==> src/opfl_pkg.sv <==
// Package for the output pin and FIFO level configuration registers
package opfl_pkg;

  // Register offsets on the serial configuration port
  localparam logic [5:0] OPFL_ADDR_PIN_TWO   = 6'h00;
  localparam logic [5:0] OPFL_ADDR_PIN_ONE   = 6'h01;
  localparam logic [5:0] OPFL_ADDR_PIN_ZERO  = 6'h02;
  localparam logic [5:0] OPFL_ADDR_FIFO_LVL  = 6'h03;
  localparam logic [5:0] OPFL_ADDR_TEST_TWO  = 6'h2C;
  localparam logic [5:0] OPFL_ADDR_TEST_ONE  = 6'h2D;

  // Header byte: read flag, burst flag, address
  localparam int OPFL_HDR_READ_BIT  = 7;
  localparam int OPFL_HDR_BURST_BIT = 6;

  // Field positions
  localparam int OPFL_POL_BIT    = 6;
  localparam int OPFL_DS_BIT     = 7;
  localparam int OPFL_RET_BIT    = 6;
  localparam int OPFL_ATTEN_LSB  = 4;
  localparam int OPFL_LVL_LSB    = 0;

  // Reset values
  localparam logic [6:0] OPFL_PIN_TWO_RST  = 7'h29;
  localparam logic [7:0] OPFL_PIN_ONE_RST  = 8'h2E;
  localparam logic [7:0] OPFL_PIN_ZERO_RST = 8'h3F;
  localparam logic [7:0] OPFL_FIFO_LVL_RST = 8'h07;

  // Analog test words loaded on wake
  localparam logic [7:0] OPFL_TW_ONE_RET0 = 8'h31;
  localparam logic [7:0] OPFL_TW_TWO_RET0 = 8'h88;
  localparam logic [7:0] OPFL_TW_ONE_RET1 = 8'h35;
  localparam logic [7:0] OPFL_TW_TWO_RET1 = 8'h81;

  // Thresholds: rx = step*(n+1), tx = base - step*n
  localparam logic [6:0] OPFL_THR_STEP    = 7'h04;
  localparam logic [6:0] OPFL_TX_THR_BASE = 7'h3D;

  typedef struct packed {
    logic       polarity;
    logic [5:0] signal_sel;
  } opfl_pin_cfg_t;

  typedef struct packed {
    logic       spi_mosi;
    logic       spi_cs_n;
    logic       spi_sclk;
  } opfl_spi_in_t;

endpackage

==> src/opfl_cfg_regs.sv <==
// Output pin and FIFO level configuration registers with serial port
`timescale 1ns/10ps
`default_nettype none
module opfl_cfg_regs
  import opfl_pkg::*;
#(
  parameter int         FIFO_CNT_W   = 7,
  parameter logic [7:0] CHIP_STATUS  = 8'h00,
  parameter logic [7:0] TEST_ONE_RST = 8'h00,
  parameter logic [7:0] TEST_TWO_RST = 8'h00
)(
  input  wire logic                  core_clk,
  input  wire logic                  rst,
  input  wire logic                  clk_en,
  input  wire opfl_spi_in_t          spi_in,
  output logic                       spi_miso,
  output logic                       spi_miso_oe,
  input  wire logic                  sleep_mode,
  input  wire logic [FIFO_CNT_W-1:0] rx_fifo_count,
  input  wire logic [FIFO_CNT_W-1:0] tx_fifo_count,
  output opfl_pin_cfg_t              output_pin_two_cfg,
  output opfl_pin_cfg_t              output_pin_one_cfg,
  output opfl_pin_cfg_t              output_pin_zero_cfg,
  output logic                       pin_drive_strength,
  output logic                       pin_zero_spare,
  output logic                       fifo_spare,
  output logic                       wake_retention_bit,
  output logic [1:0]                 rx_atten_code,
  output logic [3:0]                 fifo_level_code,
  output logic [7:0]                 test_word_one,
  output logic [7:0]                 test_word_two,
  output logic                       rx_thr_hit,
  output logic                       tx_thr_hit
);

  // Counts must reach 64 bytes
  if (FIFO_CNT_W < 7)
  begin : g_cnt_chk
    $error("FIFO_CNT_W too narrow for 64 bytes");
  end

  // Pin synchronisers: bit 0 sclk, 1 cs_n, 2 mosi
  localparam logic [2:0] PIN_IDLE = 3'h2;
  logic [2:0] sy1_r, sy2_r, sy3_r, flt_r, flt_d_r;
  logic [2:0] flt_nxt;

  genvar gi;
  generate
    for (gi = 0; gi < 3; gi++)
    begin : g_flt
      // Glitch filter: only take a level that two stages agree on
      assign flt_nxt[gi] = (sy2_r[gi] == sy3_r[gi]) ? sy3_r[gi] : flt_r[gi];
    end
  endgenerate

  always_ff @(posedge core_clk)
  begin
    if (rst)
    begin
      sy1_r   <= PIN_IDLE;
      sy2_r   <= PIN_IDLE;
      sy3_r   <= PIN_IDLE;
      flt_r   <= PIN_IDLE;
      flt_d_r <= PIN_IDLE;
    end
    else if (clk_en)
    begin
      sy1_r   <= spi_in;
      sy2_r   <= sy1_r;
      sy3_r   <= sy2_r;
      flt_r   <= flt_nxt;
      flt_d_r <= flt_r;
    end
  end

  wire cs_act    = ~flt_r[1];
  wire cs_fall   = flt_d_r[1] & ~flt_r[1];
  wire sclk_rise = cs_act & flt_r[0] & ~flt_d_r[0];
  wire sclk_fall = cs_act & ~flt_r[0] & flt_d_r[0];

  // Serial transfer state
  logic [2:0] bit_cnt_r;
  logic [6:0] shift_r;
  logic       hdr_seen_r, rd_r, burst_r, stop_r;
  logic [5:0] addr_r;
  logic [7:0] tx_sh_r;
  logic       miso_r, miso_oe_r;

  // Configuration registers
  opfl_pin_cfg_t pin_two_r;
  logic [7:0]    pin_one_r, pin_zero_r, fifo_lvl_r;
  logic [7:0]    tw_one_r, tw_two_r;
  logic          sleep_d_r, rx_hit_r, tx_hit_r;

  function automatic logic [7:0] rd_val(input logic [5:0] a);
    unique case (a)
      OPFL_ADDR_PIN_TWO:  rd_val = {1'b0, pin_two_r};
      OPFL_ADDR_PIN_ONE:  rd_val = pin_one_r;
      OPFL_ADDR_PIN_ZERO: rd_val = pin_zero_r;
      OPFL_ADDR_FIFO_LVL: rd_val = fifo_lvl_r;
      OPFL_ADDR_TEST_ONE: rd_val = TEST_ONE_RST;
      OPFL_ADDR_TEST_TWO: rd_val = TEST_TWO_RST;
      default:            rd_val = 8'h00;
    endcase
  endfunction

  wire [7:0] rx_byte   = {shift_r, flt_r[2]};
  wire       byte_done = sclk_rise & (bit_cnt_r == 3'h7);
  wire       hdr_take  = byte_done & ~hdr_seen_r;
  wire       data_take = byte_done & hdr_seen_r & ~stop_r;
  wire [5:0] addr_inc  = addr_r + 6'h01;
  // Writes refused while asleep so the held settings cannot move
  wire       wr_ok     = data_take & ~rd_r & ~sleep_mode;
  wire       wr_two    = wr_ok & (addr_r == OPFL_ADDR_PIN_TWO);
  wire       wr_one    = wr_ok & (addr_r == OPFL_ADDR_PIN_ONE);
  wire       wr_zero   = wr_ok & (addr_r == OPFL_ADDR_PIN_ZERO);
  wire       wr_fifo   = wr_ok & (addr_r == OPFL_ADDR_FIFO_LVL);
  wire       hdr_rd    = rx_byte[OPFL_HDR_READ_BIT];
  wire       hdr_burst = rx_byte[OPFL_HDR_BURST_BIT];
  wire [7:0] tx_nxt    = hdr_take ? (hdr_rd ? rd_val(rx_byte[5:0]) : CHIP_STATUS)
                       : ((rd_r & burst_r) ? rd_val(addr_inc) : CHIP_STATUS);
  wire       wake      = sleep_d_r & ~sleep_mode;

  // Threshold figures from the level code
  wire [3:0] lvl     = fifo_lvl_r[OPFL_LVL_LSB +: 4];
  wire [6:0] lvl_x4  = {1'b0, lvl, 2'b00};
  wire [6:0] rx_thr  = lvl_x4 + OPFL_THR_STEP;
  wire [6:0] tx_thr  = OPFL_TX_THR_BASE - lvl_x4;
  wire       rx_hit_nxt = rx_fifo_count >= FIFO_CNT_W'(rx_thr);
  wire       tx_hit_nxt = tx_fifo_count >= FIFO_CNT_W'(tx_thr);

  always_ff @(posedge core_clk)
  begin
    if (rst || (clk_en && !cs_act))
    begin
      bit_cnt_r  <= 3'h0;
      shift_r    <= 7'h00;
      hdr_seen_r <= 1'b0;
      rd_r       <= 1'b0;
      burst_r    <= 1'b0;
      stop_r     <= 1'b0;
      addr_r     <= 6'h00;
    end
    else if (clk_en && sclk_rise)
    begin
      bit_cnt_r <= bit_cnt_r + 3'h1;
      shift_r   <= rx_byte[6:0];
      if (hdr_take)
      begin
        hdr_seen_r <= 1'b1;
        rd_r       <= hdr_rd;
        burst_r    <= hdr_burst;
        addr_r     <= rx_byte[5:0];
      end
      else if (data_take)
      begin
        // Single access ends after one data byte; burst walks the address
        stop_r <= ~burst_r;
        addr_r <= addr_inc;
      end
    end
  end

  always_ff @(posedge core_clk)
  begin
    if (rst)
    begin
      tx_sh_r   <= 8'h00;
      miso_r    <= 1'b0;
      miso_oe_r <= 1'b0;
    end
    else if (clk_en)
    begin
      miso_oe_r <= cs_act;
      if (cs_fall)
      begin
        miso_r  <= CHIP_STATUS[7];
        tx_sh_r <= {CHIP_STATUS[6:0], 1'b0};
      end
      else if (byte_done)
        tx_sh_r <= tx_nxt;
      else if (sclk_fall)
      begin
        miso_r  <= tx_sh_r[7];
        tx_sh_r <= {tx_sh_r[6:0], 1'b0};
      end
    end
  end

  // No sleep reset path: contents ride through sleep untouched
  always_ff @(posedge core_clk)
  begin
    if (rst)
    begin
      pin_two_r  <= OPFL_PIN_TWO_RST;
      pin_one_r  <= OPFL_PIN_ONE_RST;
      pin_zero_r <= OPFL_PIN_ZERO_RST;
      fifo_lvl_r <= OPFL_FIFO_LVL_RST;
    end
    else if (clk_en)
    begin
      if (wr_two)
        pin_two_r <= rx_byte[6:0];
      if (wr_one)
        pin_one_r <= rx_byte;
      if (wr_zero)
        pin_zero_r <= rx_byte;
      if (wr_fifo)
        fifo_lvl_r <= rx_byte;
    end
  end

  always_ff @(posedge core_clk)
  begin
    if (rst)
    begin
      sleep_d_r <= 1'b0;
      tw_one_r  <= TEST_ONE_RST;
      tw_two_r  <= TEST_TWO_RST;
      rx_hit_r  <= 1'b0;
      tx_hit_r  <= 1'b0;
    end
    else if (clk_en)
    begin
      sleep_d_r <= sleep_mode;
      rx_hit_r  <= rx_hit_nxt;
      tx_hit_r  <= tx_hit_nxt;
      if (wake)
      begin
        // Analog side only; register reads keep the reset figures
        tw_one_r <= fifo_lvl_r[OPFL_RET_BIT] ? OPFL_TW_ONE_RET1 : OPFL_TW_ONE_RET0;
        tw_two_r <= fifo_lvl_r[OPFL_RET_BIT] ? OPFL_TW_TWO_RET1 : OPFL_TW_TWO_RET0;
      end
    end
  end

  assign spi_miso            = miso_r;
  assign spi_miso_oe         = miso_oe_r;
  assign output_pin_two_cfg  = pin_two_r;
  assign output_pin_one_cfg  = opfl_pin_cfg_t'(pin_one_r[6:0]);
  assign output_pin_zero_cfg = opfl_pin_cfg_t'(pin_zero_r[6:0]);
  assign pin_drive_strength  = pin_one_r[OPFL_DS_BIT];
  assign pin_zero_spare      = pin_zero_r[7];
  assign fifo_spare          = fifo_lvl_r[7];
  assign wake_retention_bit  = fifo_lvl_r[OPFL_RET_BIT];
  assign rx_atten_code       = fifo_lvl_r[OPFL_ATTEN_LSB +: 2];
  assign fifo_level_code     = lvl;
  assign test_word_one       = tw_one_r;
  assign test_word_two       = tw_two_r;
  assign rx_thr_hit          = rx_hit_r;
  assign tx_thr_hit          = tx_hit_r;
endmodule
`default_nettype wire

==> config.mk <==
export PLATFORM = sky130hd
export DESIGN_NAME = opfl_cfg_regs
export DESIGN_NICKNAME = d
export VERILOG_FILES = /design/src/opfl_pkg.sv /design/src/opfl_cfg_regs.sv
export SDC_FILE = /design/constraint.sdc
export NUM_CORES = 1
export LEC_CHECK = 0
export BUFFER_PORTS_ARGS = -buffer_cell sky130_fd_sc_hd__buf_2
export CORE_UTILIZATION = 50
export DETAILED_ROUTE_END_ITERATION = 8
export PLACE_DENSITY = 0.75
export SLEW_MARGIN = 20
export SYNTH_ARGS = -nofsm -noshare
export SYNTH_HDL_FRONTEND = slang
export SYNTH_SLANG_ARGS = --single-unit
==> constraint.sdc <==
create_clock -name core_clk -period 3.38 [get_ports core_clk]
set_input_delay 0.169 -clock core_clk [delete_from_list [all_inputs] [get_ports core_clk]]
set_output_delay 0.169 -clock core_clk [all_outputs]
set_load 0.01 [all_outputs]
==> run_results.csv <==
group,metric,value,unit
clock_tree,numCtsBuffers,9,
worst_setup_path,crit_path_max_fanout,18,
place,place_congestion,0.903,
global_route,antenna_found_initial,0,
synthesis,synthSimpleGateAreaFrac,19.4,%
worst_setup_path,critPathArrivalTime,2940,ps
floorplan,die-area,0.00883,mm2
worst_setup_path,crit_type,"register to register",
synthesis,yosysWarnings,0,
worst_setup_path,reg2reg_slack,750,ps
worst_setup_path,cpLargestDelayFamily,"simple AND/OR/NAND/NOR gates",
layout,layout_common_cells,"dfxtp_1, buf_2, nor2_1",
synthesis,async_reset_ff_share,0,%
synthesis,synth_compound_area_share,18.3,%
layout,num_antenna_cells,0,
global_route,grt_pass1_wl,16.3,mm
global_route,grt_pass1_vias,3318,
timing,period_needed,2630,ps
min_path,hold_class,"input port to register",
worst_setup_path,crit_top_cell,"ha_1",
worst_setup_path,crit_buf_inv,0,
routing,drt_pass1_iterations,4,
clock_tree,cts.sinks,81,
timing,clock.fmax,380,MHz
layout,drive_gt1_share,19.0,%
routing,routed_wl,9.94,mm
timing,hold_viol_final,0,
power_and_ir_drop,powerDensity,369,mW/mm2
timing,skew,9.75,ps
timing,setup_ws,747,ps
clock_tree,postCtsHoldBufs,0,
routing,drt-initial-drc-count,298,
synthesis,synth_area,0.00423,mm2
synthesis,synth_fa_ha_area_share,4.73,%
clock_tree,cts_tree,"built",
synthesis,synth_cells,490,
layout,fill_cells,757,
power_and_ir_drop,p_seq_share,57.0,%
routing,wl_per_cell,15.6,um
floorplan,die_h,94.0,um
synthesis,ys_seq_area_share,38.3,%
worst_setup_path,worst-path-stages,7,
floorplan,core_region_area,0.00822,mm2
routing,vias,3650,
clock_tree,cts_max_level,3,
place,postPlaceCellArea,0.00442,mm2
layout,nets,563,
timing,rsz0062_at_grt,"no",
power_and_ir_drop,intPower,0.00128,W
timing,slew_viol_final,0,
power_and_ir_drop,p_switching,0.000417,W
clock_tree,cts_root_buf,"clkbuf_8",
global_route,grt_remaining_overflow,0,
worst_setup_path,crit_chain,"ha_1 > ha_1 > nand4bb_1 > nor2_2 > nand4_1 > o21ai_0 > a21o_1",
flow_run,max_cap_violations,0,
synthesis,synthMuxAreaShare,9.94,%
synthesis,synth_top_family_by_area,"simple AND/OR/NAND/NOR gates",
worst_setup_path,crit_path_start,"bit_cnt_r[0]",
place,io_buffers,62,
clock_tree,clock_path_buffers,2,
worst_setup_path,rr_startpoint,"bit_cnt_r[0]",
power_and_ir_drop,p_total,0.00170,W
worst_setup_path,crit_path_start_kind,"register",
routing,postRouteAntennaNets,0,
power_and_ir_drop,pwr-share-comb,4.8,%
clock_tree,clkLatencyLatePin,360,ps
routing,route.detailed.drc,0,
worst_setup_path,crit_required,3690,ps
place,dp_slack,817,ps
worst_setup_path,r2r-end,"tx_sh_r[7]",
layout,syn_to_final_growth,8.87,%
clock_tree,cts.clk_slew.worst_paths,80,ps
floorplan,row_count,33,
clock_tree,cts-resized-gates,0,
place,dp_hpwl,7.03,mm
worst_setup_path,worst_r2r_path_depth,7,
routing,via_per_inst,5.74,
power_and_ir_drop,leakage,1.93,nW
floorplan,fp.dieW,94.0,um
synthesis,yosys.area.top_type,"dfxtp_1",
synthesis,syn_area_per_cell,8.63,um2
timing,fin_setup_tns,0,ps
timing,worst_pin_slew,1010,ps
synthesis,synthXorXnorAreaFrac,0.828,%
worst_setup_path,critPathMaxStageDelay,630,ps
power_and_ir_drop,p_sw_share,24.5,%
power_and_ir_drop,pwr-share-clk,38.2,%
floorplan,boundaryPins,72,
global_route,grt_max_degree,71,
worst_setup_path,critPathSlowestCell,"nor2_2",
synthesis,synth_area_leaders,"dfxtp_1, mux2i_1, a21oi_1",
worst_setup_path,worstSetupEndpointType,"register",
synthesis,synth_flop_cell,"dfxtp_1",
layout,fin_area,0.00461,mm2
synthesis,ys_seq_elements,81,
layout,final_common_cell,"dfxtp_1",
timing,relSlewSlack,32.4,%
clock_tree,post_cts_buffers,0,
power_and_ir_drop,peakVddDrop,0.225,mV
global_route,track_usage,23.7,%
floorplan,start_util,51.5,%
synthesis,synth_top_cell_area_share,38.3,%
run_status,status,"finished, final reports clean",
worst_setup_path,crit_end,"tx_sh_r[7]",
synthesis,synth_edf_count,0,
timing,setup_violations,0,
timing,period_share,77.9,%
synthesis,ys_types,54,
flip-flops by register name (all words and copies together) (netlist names), 6 cells and up:
register,cells
tx_sh_r,8
addr_r,6
pin_zero_r,8
fifo_lvl_r,8
shift_r,7
pin_one_r,8
output_pin_two_cfg,7
Yosys cell counts (all sizes together) (15+ instances only):
cell / instances
mux2i: 24
a22oi: 15
nor2: 61
nand3: 17
ha: 16
clkbuf: 27
nand2: 39
o21ai: 25
a21oi: 45
inv: 16
nor3: 20
buf: 20
dfxtp: 81
power by group through the flow:
stage               clock (W)  sequential (W)  combinational [W]
floorplan                   0        0.000991          0.0000660
global placement            0        0.000991          0.0000804
detailed placement          0        0.000991          0.0000824
CTS                  0.000657        0.000969          0.0000829
global route         0.000695        0.000970          0.0000925
finish               0.000649        0.000969          0.0000819
through the flow:
step,util (%),hold slack (ps),std cells
floorplan,-,291,498
global placement,53.8,380,620
detailed placement,53.8,385,620
CTS,56.1,12.2,636
global route,56.1,9.38,636
finish,56.1,19.5,636
routing by layer:
metal  vias to the layer above  share of wire (%)  track usage [%]
li1                       1784                  -                -
met1                      1754                 44             31.7
met2                       100                 48             38.5
met3                        12                5.8             4.45
met4                         0                1.5             7.82
met5                         -                  0                0
cells by family after synthesis:
kind of cell    after synthesis
other cells                   1
simple gates                168
buf+inv                      63
compound gates              124
mux                          33
xor+xnor                      4
fa+ha+maj                    16
flops                        81
cell type report:
class | count | area [um2] | share of cell area [%]
Clock buffer | 10 | 138 | 2.99
Clock inverter | 6 | 43.8 | 0.951
Inverter | 16 | 60.1 | 1.30
Multi-Input combinational cell | 354 | 2290 | 49.6
Sequential cell | 81 | 1620 | 35.2
Tap cell | 105 | 131 | 2.85
Timing Repair Buffer | 64 | 325 | 7.06
how the worst min path moves through the flow:
stage | endpoint | depth (start not counted) | start | slack, ps
after floorplan | sy1_r[1] | 1 | spi_in[1] | 290
after global placement | sy1_r[1] | 2 | spi_in[1] | 380
after detailed placement | sy1_r[1] | 2 | spi_in[1] | 380
after CTS | sy1_r[1] | 2 | spi_in[1] | 10
after global routing | sy1_r[1] | 2 | spi_in[1] | 9
final | sy1_r[1] | 2 | spi_in[1] | 20
(Power assumes the default switching activity.)
